===== src/sbm_regs.svh =====
// register offsets, field positions, reset values and limits of the bus master
// register bank; included by the bank module, definitions only
// Function
// - Status bits 0, 1, 2 and 4 flag I/O timeout, driver fault, fatal bus error, slave timeout.
// - Status bit 5 sets when a remote read or write touches the remote config range.
// - Status bit 8 sets once every expansion module has been initialized.
// - Status bit 9 sets only while all gathered input data is valid.
// - Status bit 13 stays high as busy for the whole bus initialization.
// - Status bit 15 shows the hardware variant, 0 standard and 1 isolated.
// - The command register takes a code 0 to 255, reads back the last one, resets to 0.
// - Command 30 initializes, or fully re-initializes, all expansion modules.
// - Command 31 reads and command 32 writes a register of the remote config range.
// - The reduced bus status resets to 0; bit 3 is I/O timeout, bit 4 slave timeout.
// - Rate codes 4 to 7 give 125k to 1M baud, reset 7, applied at the next init.
`ifndef SBM_REGS_SVH
`define SBM_REGS_SVH

// byte offsets
`define SBM_OFF_STATUS   8'h00
`define SBM_OFF_COMMAND  8'h04
`define SBM_OFF_REDUCED  8'h08
`define SBM_OFF_RATE     8'h0C
`define SBM_OFF_RINDEX   8'h10
`define SBM_OFF_RDATA    8'h14

// status field positions
`define SBM_ST_IOTMO     0
`define SBM_ST_DRVERR    1
`define SBM_ST_FATAL     2
`define SBM_ST_SLVTMO    4
`define SBM_ST_CFGHIT    5
`define SBM_ST_ALLINIT   8
`define SBM_ST_INVALID   9
`define SBM_ST_BUSY      13
`define SBM_ST_VARIANT   15
`define SBM_RED_IOTMO    3
`define SBM_RED_SLVTMO   4

// command codes and reset values
`define SBM_CMD_INIT     8'h1E
`define SBM_CMD_RREAD    8'h1F
`define SBM_CMD_RWRITE   8'h20
`define SBM_CMD_RESET    8'h00
`define SBM_RATE_RESET   3'h7
`define SBM_RATE_MIN     3'h4

// remote configuration range, decimal 7000 to 7999
`define SBM_CFG_LO       16'h1B58
`define SBM_CFG_HI       16'h1F3F

`endif


===== src/sbm_pkg.sv =====
// types shared by the bus master register bank
// assumes nothing of its surroundings
package sbm_pkg;

	// sequencer states of the bank
	typedef enum logic [1:0] {
		SBM_IDLE,
		SBM_INIT,
		SBM_REMOTE
	} sbm_state_t;

	// one-cycle error events from the bus engine
	typedef struct packed {
		logic ioTimeout;
		logic driverFault;
		logic fatalError;
		logic slaveTimeout;
	} sbm_events_t;

	// request to the bus engine for a remote register
	typedef struct packed {
		logic        read;
		logic        write;
		logic [15:0] index;
		logic [15:0] data;
	} sbm_remote_t;

endpackage : sbm_pkg


===== src/sbm_master_regs.sv =====
// status, command and rate registers of the system bus master, APB slave
// assumes a bus engine on the same clock; only the variant strap is asynchronous
//
// Chosen here: the APB slave port and the register offsets.
`timescale 1ns/1ps
`default_nettype none
`include "sbm_regs.svh"

module sbm_master_regs #(
	parameter int ADDR_W = 8
) (
	// clock and reset
	input  wire logic                clock,
	input  wire logic                rst,
	// apb slave
	input  wire logic                psel,
	input  wire logic                penable,
	input  wire logic                pwrite,
	input  wire logic [ADDR_W-1:0]   paddr,
	input  wire logic [31:0]         pwdata,
	output logic      [31:0]         prdata,
	output logic                     pready,
	output logic                     pslverr,
	// bus engine events and state
	input  wire sbm_pkg::sbm_events_t events,
	input  wire logic                allInitialized,
	input  wire logic                inputsValid,
	input  wire logic                initDone,
	input  wire logic                remoteDone,
	input  wire logic [15:0]         remoteReadData,
	// hardware variant strap pin
	input  wire logic                variantPin,
	// requests to the bus engine
	output logic                     initStart,
	output logic      [2:0]          baudCode,
	output sbm_pkg::sbm_remote_t     remoteReq
);

	//--------------------------------------------------------------
	// state
	//--------------------------------------------------------------
	sbm_pkg::sbm_state_t state;
	logic [7:0]  command;
	logic [2:0]  rateSel;
	logic [15:0] remoteIndex;
	logic [15:0] remoteData;
	logic [5:0]  errFlags;   // ioTmo, drvErr, fatal, -, slvTmo, cfgHit at their bit positions
	logic [4:3]  redFlags;
	logic        variantMeta;
	logic        variantSync;
	logic        variant;
	logic        variantTaken;
	logic [1:0]  strapAge;     // edges seen since reset, saturates at 2'h3

	// access decode
	logic        setupPhase;
	logic        wrAccess;
	logic        wrStatus;
	logic        wrCommand;
	logic        wrReduced;
	logic [7:0]  newCmd;
	logic        cfgHit;
	logic        busy;
	logic [15:0] statusWord;

	assign setupPhase = psel & ~penable;
	assign wrAccess   = psel & penable & pready & pwrite & ~pslverr;
	assign wrStatus   = wrAccess && paddr == ADDR_W'(`SBM_OFF_STATUS);
	assign wrCommand  = wrAccess && paddr == ADDR_W'(`SBM_OFF_COMMAND);
	assign wrReduced  = wrAccess && paddr == ADDR_W'(`SBM_OFF_REDUCED);
	assign newCmd     = pwdata[7:0];
	assign cfgHit     = remoteIndex >= `SBM_CFG_LO && remoteIndex <= `SBM_CFG_HI;
	assign busy       = state == sbm_pkg::SBM_INIT;

	// assembled interface status
	always_comb begin
		statusWord                   = 16'h0000;
		statusWord[5:0]              = errFlags;
		statusWord[`SBM_ST_ALLINIT]  = allInitialized & ~busy;
		statusWord[`SBM_ST_INVALID]  = inputsValid & ~busy;
		statusWord[`SBM_ST_BUSY]     = busy;
		statusWord[`SBM_ST_VARIANT]  = variant;
	end

	//--------------------------------------------------------------
	// apb answer: taken in setup, ready in the first access cycle
	//--------------------------------------------------------------
	always_ff @(posedge clock) begin
		if (rst) begin
			pready  <= 1'b0;
			pslverr <= 1'b0;
			prdata  <= 32'h0000_0000;
		end else begin
			pready  <= setupPhase;
			pslverr <= 1'b0;
			prdata  <= 32'h0000_0000;
			if (setupPhase) begin
				case (paddr)
					ADDR_W'(`SBM_OFF_STATUS):  prdata[15:0] <= statusWord;
					ADDR_W'(`SBM_OFF_COMMAND): prdata[7:0]  <= command;
					ADDR_W'(`SBM_OFF_REDUCED): prdata[4:3]  <= redFlags;
					ADDR_W'(`SBM_OFF_RATE):    prdata[2:0]  <= rateSel;
					ADDR_W'(`SBM_OFF_RINDEX):  prdata[15:0] <= remoteIndex;
					ADDR_W'(`SBM_OFF_RDATA):   prdata[15:0] <= remoteData;
					default:                   pslverr      <= 1'b1;
				endcase
			end
		end
	end

	//--------------------------------------------------------------
	// variant strap: synchronised, caught once after reset
	//--------------------------------------------------------------
	always_ff @(posedge clock) begin
		if (rst) begin
			variantMeta  <= 1'b0;
			variantSync  <= 1'b0;
			variant      <= 1'b0;
			variantTaken <= 1'b0;
			strapAge     <= 2'h0;
		end else begin
			variantMeta <= variantPin;
			variantSync <= variantMeta;
			strapAge    <= {strapAge[0], 1'b1};
			// second flop holds the pin from the second edge on, so it is caught at the third
			if (strapAge[1] && !variantTaken) begin
				variant      <= variantSync;
				variantTaken <= 1'b1;
			end
		end
	end

	//--------------------------------------------------------------
	// command register, records every written code
	//--------------------------------------------------------------
	always_ff @(posedge clock) begin
		if (rst)
			command <= `SBM_CMD_RESET;
		else if (wrCommand)
			command <= newCmd;
	end

	//--------------------------------------------------------------
	// rate select and the rate applied on the link
	//--------------------------------------------------------------
	always_ff @(posedge clock) begin
		if (rst) begin
			rateSel  <= `SBM_RATE_RESET;
			baudCode <= `SBM_RATE_RESET;
		end else begin
			// codes outside 4 to 7 are ignored
			if (wrAccess && paddr == ADDR_W'(`SBM_OFF_RATE) && pwdata[31:3] == 29'h0
			    && pwdata[2:0] >= `SBM_RATE_MIN)
				rateSel <= pwdata[2:0];
			if (wrCommand && newCmd == `SBM_CMD_INIT)
				baudCode <= rateSel;
		end
	end

	//--------------------------------------------------------------
	// remote index and data registers
	//--------------------------------------------------------------
	always_ff @(posedge clock) begin
		if (rst) begin
			remoteIndex <= 16'h0000;
			remoteData  <= 16'h0000;
		end else begin
			if (wrAccess && paddr == ADDR_W'(`SBM_OFF_RINDEX) && state != sbm_pkg::SBM_REMOTE)
				remoteIndex <= pwdata[15:0];
			if (state == sbm_pkg::SBM_REMOTE && remoteDone && remoteReq.read)
				remoteData <= remoteReadData;
			else if (wrAccess && paddr == ADDR_W'(`SBM_OFF_RDATA)
			         && state != sbm_pkg::SBM_REMOTE)
				remoteData <= pwdata[15:0];
		end
	end

	//--------------------------------------------------------------
	// sequencer: init and remote access
	//--------------------------------------------------------------
	always_ff @(posedge clock) begin
		if (rst) begin
			state     <= sbm_pkg::SBM_IDLE;
			initStart <= 1'b0;
			remoteReq <= '0;
		end else begin
			initStart <= 1'b0;
			if (wrCommand && newCmd == `SBM_CMD_INIT) begin
				// also restarts a running init or abandons a remote access
				state     <= sbm_pkg::SBM_INIT;
				initStart <= 1'b1;
				remoteReq <= '0;
			end else begin
				case (state)
					sbm_pkg::SBM_IDLE: begin
						if (wrCommand && (newCmd == `SBM_CMD_RREAD
						    || newCmd == `SBM_CMD_RWRITE)) begin
							state           <= sbm_pkg::SBM_REMOTE;
							remoteReq.read  <= newCmd == `SBM_CMD_RREAD;
							remoteReq.write <= newCmd == `SBM_CMD_RWRITE;
							remoteReq.index <= remoteIndex;
							remoteReq.data  <= remoteData;
						end
					end
					sbm_pkg::SBM_INIT: begin
						if (initDone)
							state <= sbm_pkg::SBM_IDLE;
					end
					sbm_pkg::SBM_REMOTE: begin
						if (remoteDone) begin
							state     <= sbm_pkg::SBM_IDLE;
							remoteReq <= '0;
						end
					end
					default: state <= sbm_pkg::SBM_IDLE;
				endcase
			end
		end
	end

	//--------------------------------------------------------------
	// sticky error flags: set wins over a write-one acknowledge
	//--------------------------------------------------------------
	always_ff @(posedge clock) begin
		if (rst) begin
			errFlags <= 6'h00;
		end else begin
			if (wrStatus)
				errFlags <= errFlags & ~pwdata[5:0] & 6'h37;
			if (events.ioTimeout)
				errFlags[`SBM_ST_IOTMO] <= 1'b1;
			if (events.driverFault)
				errFlags[`SBM_ST_DRVERR] <= 1'b1;
			if (events.fatalError)
				errFlags[`SBM_ST_FATAL] <= 1'b1;
			if (events.slaveTimeout)
				errFlags[`SBM_ST_SLVTMO] <= 1'b1;
			if (state == sbm_pkg::SBM_IDLE && wrCommand && cfgHit
			    && (newCmd == `SBM_CMD_RREAD || newCmd == `SBM_CMD_RWRITE))
				errFlags[`SBM_ST_CFGHIT] <= 1'b1;
		end
	end

	// reduced status, same acknowledge scheme
	always_ff @(posedge clock) begin
		if (rst) begin
			redFlags <= 2'h0;
		end else begin
			if (wrReduced)
				redFlags <= redFlags & ~pwdata[4:3];
			if (events.ioTimeout)
				redFlags[`SBM_RED_IOTMO] <= 1'b1;
			if (events.slaveTimeout)
				redFlags[`SBM_RED_SLVTMO] <= 1'b1;
		end
	end

endmodule : sbm_master_regs
`default_nettype wire


===== config.mk =====
export PLATFORM = sky130hd
export DESIGN_NAME = sbm_master_regs
export DESIGN_NICKNAME = d
export VERILOG_FILES = /design/src/sbm_pkg.sv /design/src/sbm_master_regs.sv
export VERILOG_INCLUDE_DIRS = /design/src
export SDC_FILE = /design/constraint.sdc
export NUM_CORES = 1
export LEC_CHECK = 0
export BUFFER_PORTS_ARGS = -buffer_cell sky130_fd_sc_hd__buf_2
export CAP_MARGIN = 20
export CELL_PAD_IN_SITES_DETAIL_PLACEMENT = 1
export CELL_PAD_IN_SITES_GLOBAL_PLACEMENT = 2
export CORE_MARGIN = 5
export CORE_UTILIZATION = 30
export CTS_CLUSTER_SIZE = 25
export DETAILED_ROUTE_END_ITERATION = 10
export GPL_ROUTABILITY_DRIVEN = 0
export PLACE_DENSITY = 0.74
export RECOVER_POWER = 100
export SLEW_MARGIN = 10
export SYNTH_ARGS = -nofsm -noshare
export SYNTH_HDL_FRONTEND = slang
export SYNTH_SLANG_ARGS = --single-unit

===== constraint.sdc =====
create_clock -name clock -period 3.5 [get_ports clock]
set_clock_uncertainty 0.2 [all_clocks]
set_input_delay 0.875 -clock clock [delete_from_list [all_inputs] [get_ports clock]]
set_output_delay 0.875 -clock clock [all_outputs]
set_load 0.05 [all_outputs]

Word level (Yosys, flattened, before mapping)
Cells that the tools add are included.
{"block": "op_classes", "n_eq_ne": 17, "reduce_logical": 39, "n_mux": 26, "bitwise": 15, "order_cmp": 3}
{"op": "$mux W34", "n": 2}
{"op": "$pmux W34 S2", "n": 1}
{"op": "$eq A8 B5 Y1 const B", "n": 4}
{"op": "$mux W16", "n": 2}
{"op": "$logic_not A29 Y1", "n": 1}
{"op": "$pmux W8 S3", "n": 1}
{"op": "$logic_and A1 B1 Y1", "n": 19}
{"op": "$reduce_bool A2 Y1", "n": 9}
{"op": "$eq A8 B4 Y1 const B", "n": 2}
{"op": "$ge A16 B13 Y1 const B", "n": 1}
{"op": "$le A16 B13 Y1 const B", "n": 1}
{"op": "$pmux W3 S5", "n": 1}
{"op": "$pmux W3 S4", "n": 1}
{"op": "$mux W1", "n": 11}
{"op": "$pmux W2 S5", "n": 1}
{"op": "$reduce_and A3 Y1", "n": 3}
{"op": "$eq A8 B3 Y1 const B", "n": 1}
{"op": "$eq A8 B6 Y1 const B", "n": 1}
{"op": "$logic_not A8 Y1", "n": 1}
{"op": "$mux W2", "n": 4}
{"op": "$ne A2 B2 Y1 const B", "n": 4}
{"op": "$and A1 B1 Y1", "n": 7}
{"op": "$and A6 B6 Y6", "n": 1}
{"op": "$mux W6", "n": 1}
{"op": "other kinds (15)", "n": 20}
{"block": "totals", "in_bits": 70, "out_inout_bits": 72, "ff_bits": 130}

Logic depth before layout (Yosys ltp)
{"block": "logic_depth", "ltp_word": 9, "mapped_depth": 9, "mapped_depth_nobuf": 5}

Least setup slack after synthesis
No wires, ideal clock.
{"block": "synth_timing", "kind": "input-to-reg", "from": "input paddr[5]", "to": "register remoteReq[15] in the netlist's numbering", "path_buffers": 4, "required_time_ns": 3.179, "arrival_time_ns": 2.864, "path_slack_ns": 0.315, "cell_stages": 9, "cell_sequence": "or4_4 > buf_6 > or4_4 > buf_6 > nor3_4 > a21o_4 > buf_8 > buf_12 > a21oi_2"}
{"block": "synth_between", "elab_chain_len": 5}
{"element": "start, declared", "line_no": "sbm_master_regs.sv:19", "text": "input wire logic [ADDR_W-1:0] paddr,"}
{"element": "$eq A8 B3 Y1 (*)", "line_no": "sbm_master_regs.sv:69", "text": "assign wrCommand = wrAccess && paddr == ADDR_W'(`SBM_OFF_COMMAND);"}
{"element": "$logic_and A1 B1 Y1 (*)", "line_no": "sbm_master_regs.sv:69"}
{"element": "$logic_and A1 B1 Y1", "line_no": "sbm_master_regs.sv:196", "text": "if (wrCommand && (newCmd == `SBM_CMD_RREAD"}
{"element": "$ne A2 B2 Y1 (no source line)"}
{"element": "$reduce_and A3 Y1 (no source line)"}
{"element": "end, declared", "line_no": "sbm_master_regs.sv:36", "text": "output sbm_pkg::sbm_remote_t remoteReq"}
Every way passes the cells marked *; elsewhere a longest branch is shown, timed or not.
A chain may end at the register's enable or synchronous reset.

Worst setup path after layout
{"block": "layout_timing", "from": "input paddr[5]", "to": "register remoteReq[12] in the netlist's numbering"}
Same word-level chain as after synthesis.

==> run summary <==
Post-route setup TNS - 0 ps
Drt drc - 0
Post_cts resized - 0
GRT met1 Usage - 23.0%
Die area - 0.0192 mm²
Met2 Use GR - 31.6%
Hold Crit Class - register to register
Setup bufs post-CTS - 0
DRT Wirelength - 18100 µm
RR Startpoint - pslverr
Post-synthesis instance total - 546
Final non-filler cell total - 902
Top cell by count, worst path - or4_1
Worst Setup End Kind - register
Root buffer cell - clkbuf_16
Clock Path Buffers - 2
Max Cap Viol - 0
Met3 Usage GRT - 5.70%
Worst path slowest cell - or4_1
Final Max Tran Viols - 0
Vias in the first global route - 4945
Cell Count Post-Placement - 869
Area share of the largest cell type after synthesis - 46.1%
Syn_area_per_cell - 9.07 µm²
Die width - 138 µm
GRT overflow - 0
Hold_buf cts - 0
# IOs - 142
CP max stage delay - 690 ps
Grt peak-use layer - met2
Pin count of the biggest net entering global routing - 55
CTS tree - built
WP data required - 3600 ps
Core area - 0.0164 mm²
P&R area growth vs syn - 27.3%
Min cycle time layout - 3120 ps
Initial antenna violation count - 2
Final Hold Viols - 0
Crit path max-delay family - simple AND/OR/NAND/NOR gates
Final Util - 38.4%
Most common cell after layout, fill and taps aside - dfxtp_1
Post-synth top area cell - dfxtp_1
Reg2reg setup slack - 1100 ps
Vias per cell - 5.22
FMAX - 320 MHz
Port bufs - 125
Maximum vdd drop - 0.000351 V
Initial Util - 30.2%
Critical path data arrival time - 3220 ps
First-pass DRT Iterations - 5
Die height - 138 µm
Main flop type after synthesis - dfxtp_1
Initial DRC count - 284
Worst-skew pair later-pin latency - 420 ps
Tcrit/Tclk final - 89.2%
# clock sinks - 114
First-pass GRT wire length - 27900 µm
Yosys reg bits - 114
Leak Pwr - 2.28 nW
Row cnt - 47
Setup Viol. Count Final - 0
Routed Antenna Nets - 0
Commonest non-fill, non-tap cells in the layout - dfxtp_1 (114), nand2_1 (92), buf_2 (68), clkbuf_1 (63), nor2_1 (53)
WP buf/inv - 2
Number of synthesized flops with an enable pin - 0
Synth area leaders - dfxtp_1 (46%), nand2_1 (7.0%), a32oi_1 (5.8%)
Register area share after synthesis - 46.1%
Startpoint types - primary input
Depth of the CTS H-tree - 4
Num CTS Buffers - 17
Synth warn - 0
Nets@finish - 738
Layout fillers - 1951
Slew margin rel. - 20.9%
Hold Startpoint - strapAge[0]
Layout cell share with drive strength beyond 1 - 20.4%
CP Class - primary input to register
Reg2Reg Depth - 7
Synth Cell Area - 0.00495 mm²
Worst slew pin tran - 1190 ps
Detailed Place HPWL - 13300 µm
Routed WL per cell - 20.0 µm
GRT Total Usage - 18.7%
Via count - 4711
Critical Path, Cell by Cell - buf_2, or4_1, or4_1, nor3_4, a21o_4, buf_12, a21oi_1
Clock transition at path regs - 50 ps
RSZ-0062 raised after global routing - no
Hold Crit Depth - 1
Worst R2R End - remoteIndex[8]
CP Max Fanout - 19
Run status - finished, final reports clean
Ys async rst share - 0%
PwrDens - 541 mW/mm²
WHS Endpoint - strapAge[1]
Yosys cell types - 50
==> worst max-delay path by stage <==
stage / startpoint / to / slack (ps) / cells past startpoint
3_3_place_gp: paddr[5] / remoteReq[27] / 230 / 7
2_1_floorplan: paddr[5] / remoteReq[15] / 310 / 9
5_1_grt: paddr[5] / remoteIndex[10] / 280 / 7
4_1_cts: paddr[5] / remoteReq[12] / 630 / 7
3_5_place_dp: paddr[5] / remoteReq[12] / 180 / 7
6_report: paddr[5] / remoteReq[12] / 380 / 7
==> area by class of cell <==
| class | count | area, µm² | share of cell area, % |
|---|---|---|---|
| well taps | 220 | 275 | 4.37 |
| repair buffers | 145 | 738 | 11.7 |
| diodes | 1 | 2.50 | 0.0397 |
| inverters | 4 | 15.0 | 0.238 |
| flip-flops and latches | 114 | 2280 | 36.2 |
| multi-input cells | 386 | 2330 | 36.9 |
| clock inverters | 10 | 178 | 2.82 |
| clock buffers | 22 | 484 | 7.68 |
==> per-stage QoR <==
step	worst slack (ps)	instance area, µm²	hold WS (ps)	total power, W
6_report	377	6300	238	0.00341
3_5_place_dp	184	5770	243	0.00151
4_1_cts	630	6440	246	0.00344
5_1_grt	278	6300	261	0.00352
2_1_floorplan	315	5010	214	0.00145
3_3_place_gp	231	5770	221	0.00150
==> flip-flops by register name (all words and copies together) (netlist names) <==
name          count
remoteIndex      16
baudCode          3
command           8
state             2
remoteReq        34
variantTaken      1
redFlags          2
remoteData       16
rateSel           3
strapAge          2
variantMeta       1
pslverr           1
initStart         1
errFlags          5
prdata           16
pready            1
variantSync       1
variant           1
==> report_power, final <==
| part | total, W | switching (W) | internal, W | leakage, nW |
|---|---|---|---|---|
| registers | 0.00131 | 0.00000431 | 0.00131 | 0.922 |
| logic | 0.000162 | 0.000116 | 0.0000456 | 1.03 |
| clock network | 0.00194 | 0.000607 | 0.00133 | 0.326 |
| total | 0.00341 | 0.000727 | 0.00269 | 2.28 |
==> layer usage <==
layer,vias up,wire length (µm)
li1,2221,-
met1,2312,7980
met2,143,8840
met3,33,915
met4,2,315
met5,-,13
==> cells by family after synthesis <==
group           synth area share [%]
simple gates                    19.9
compound gates                  22.0
flops                           46.1
buf+inv                         7.71
mux                             4.24
other cells                   0.0757
==> cells in the mapped netlist (2+ instances only) <==
library cell,count
a211oi_1,3
a21oi_1,36
a21oi_2,20
a222oi_1,6
a22oi_1,12
a311oi_1,16
a31oi_1,2
a32oi_1,33
and4_1,2
buf_12,2
buf_2,9
buf_4,16
buf_6,5
clkbuf_1,23
dfxtp_1,114
inv_1,3
mux2i_1,21
nand2_1,92
nand2b_1,7
nand3_1,17
nand4b_1,2
nor2_1,53
nor2b_1,4
nor3_1,3
nor4_1,6
nor4_2,2
nor4b_1,4
o21ai_0,3
o22a_1,3
or3_1,2
or4_1,5
or4_4,2
(Power assumes the default switching activity.)
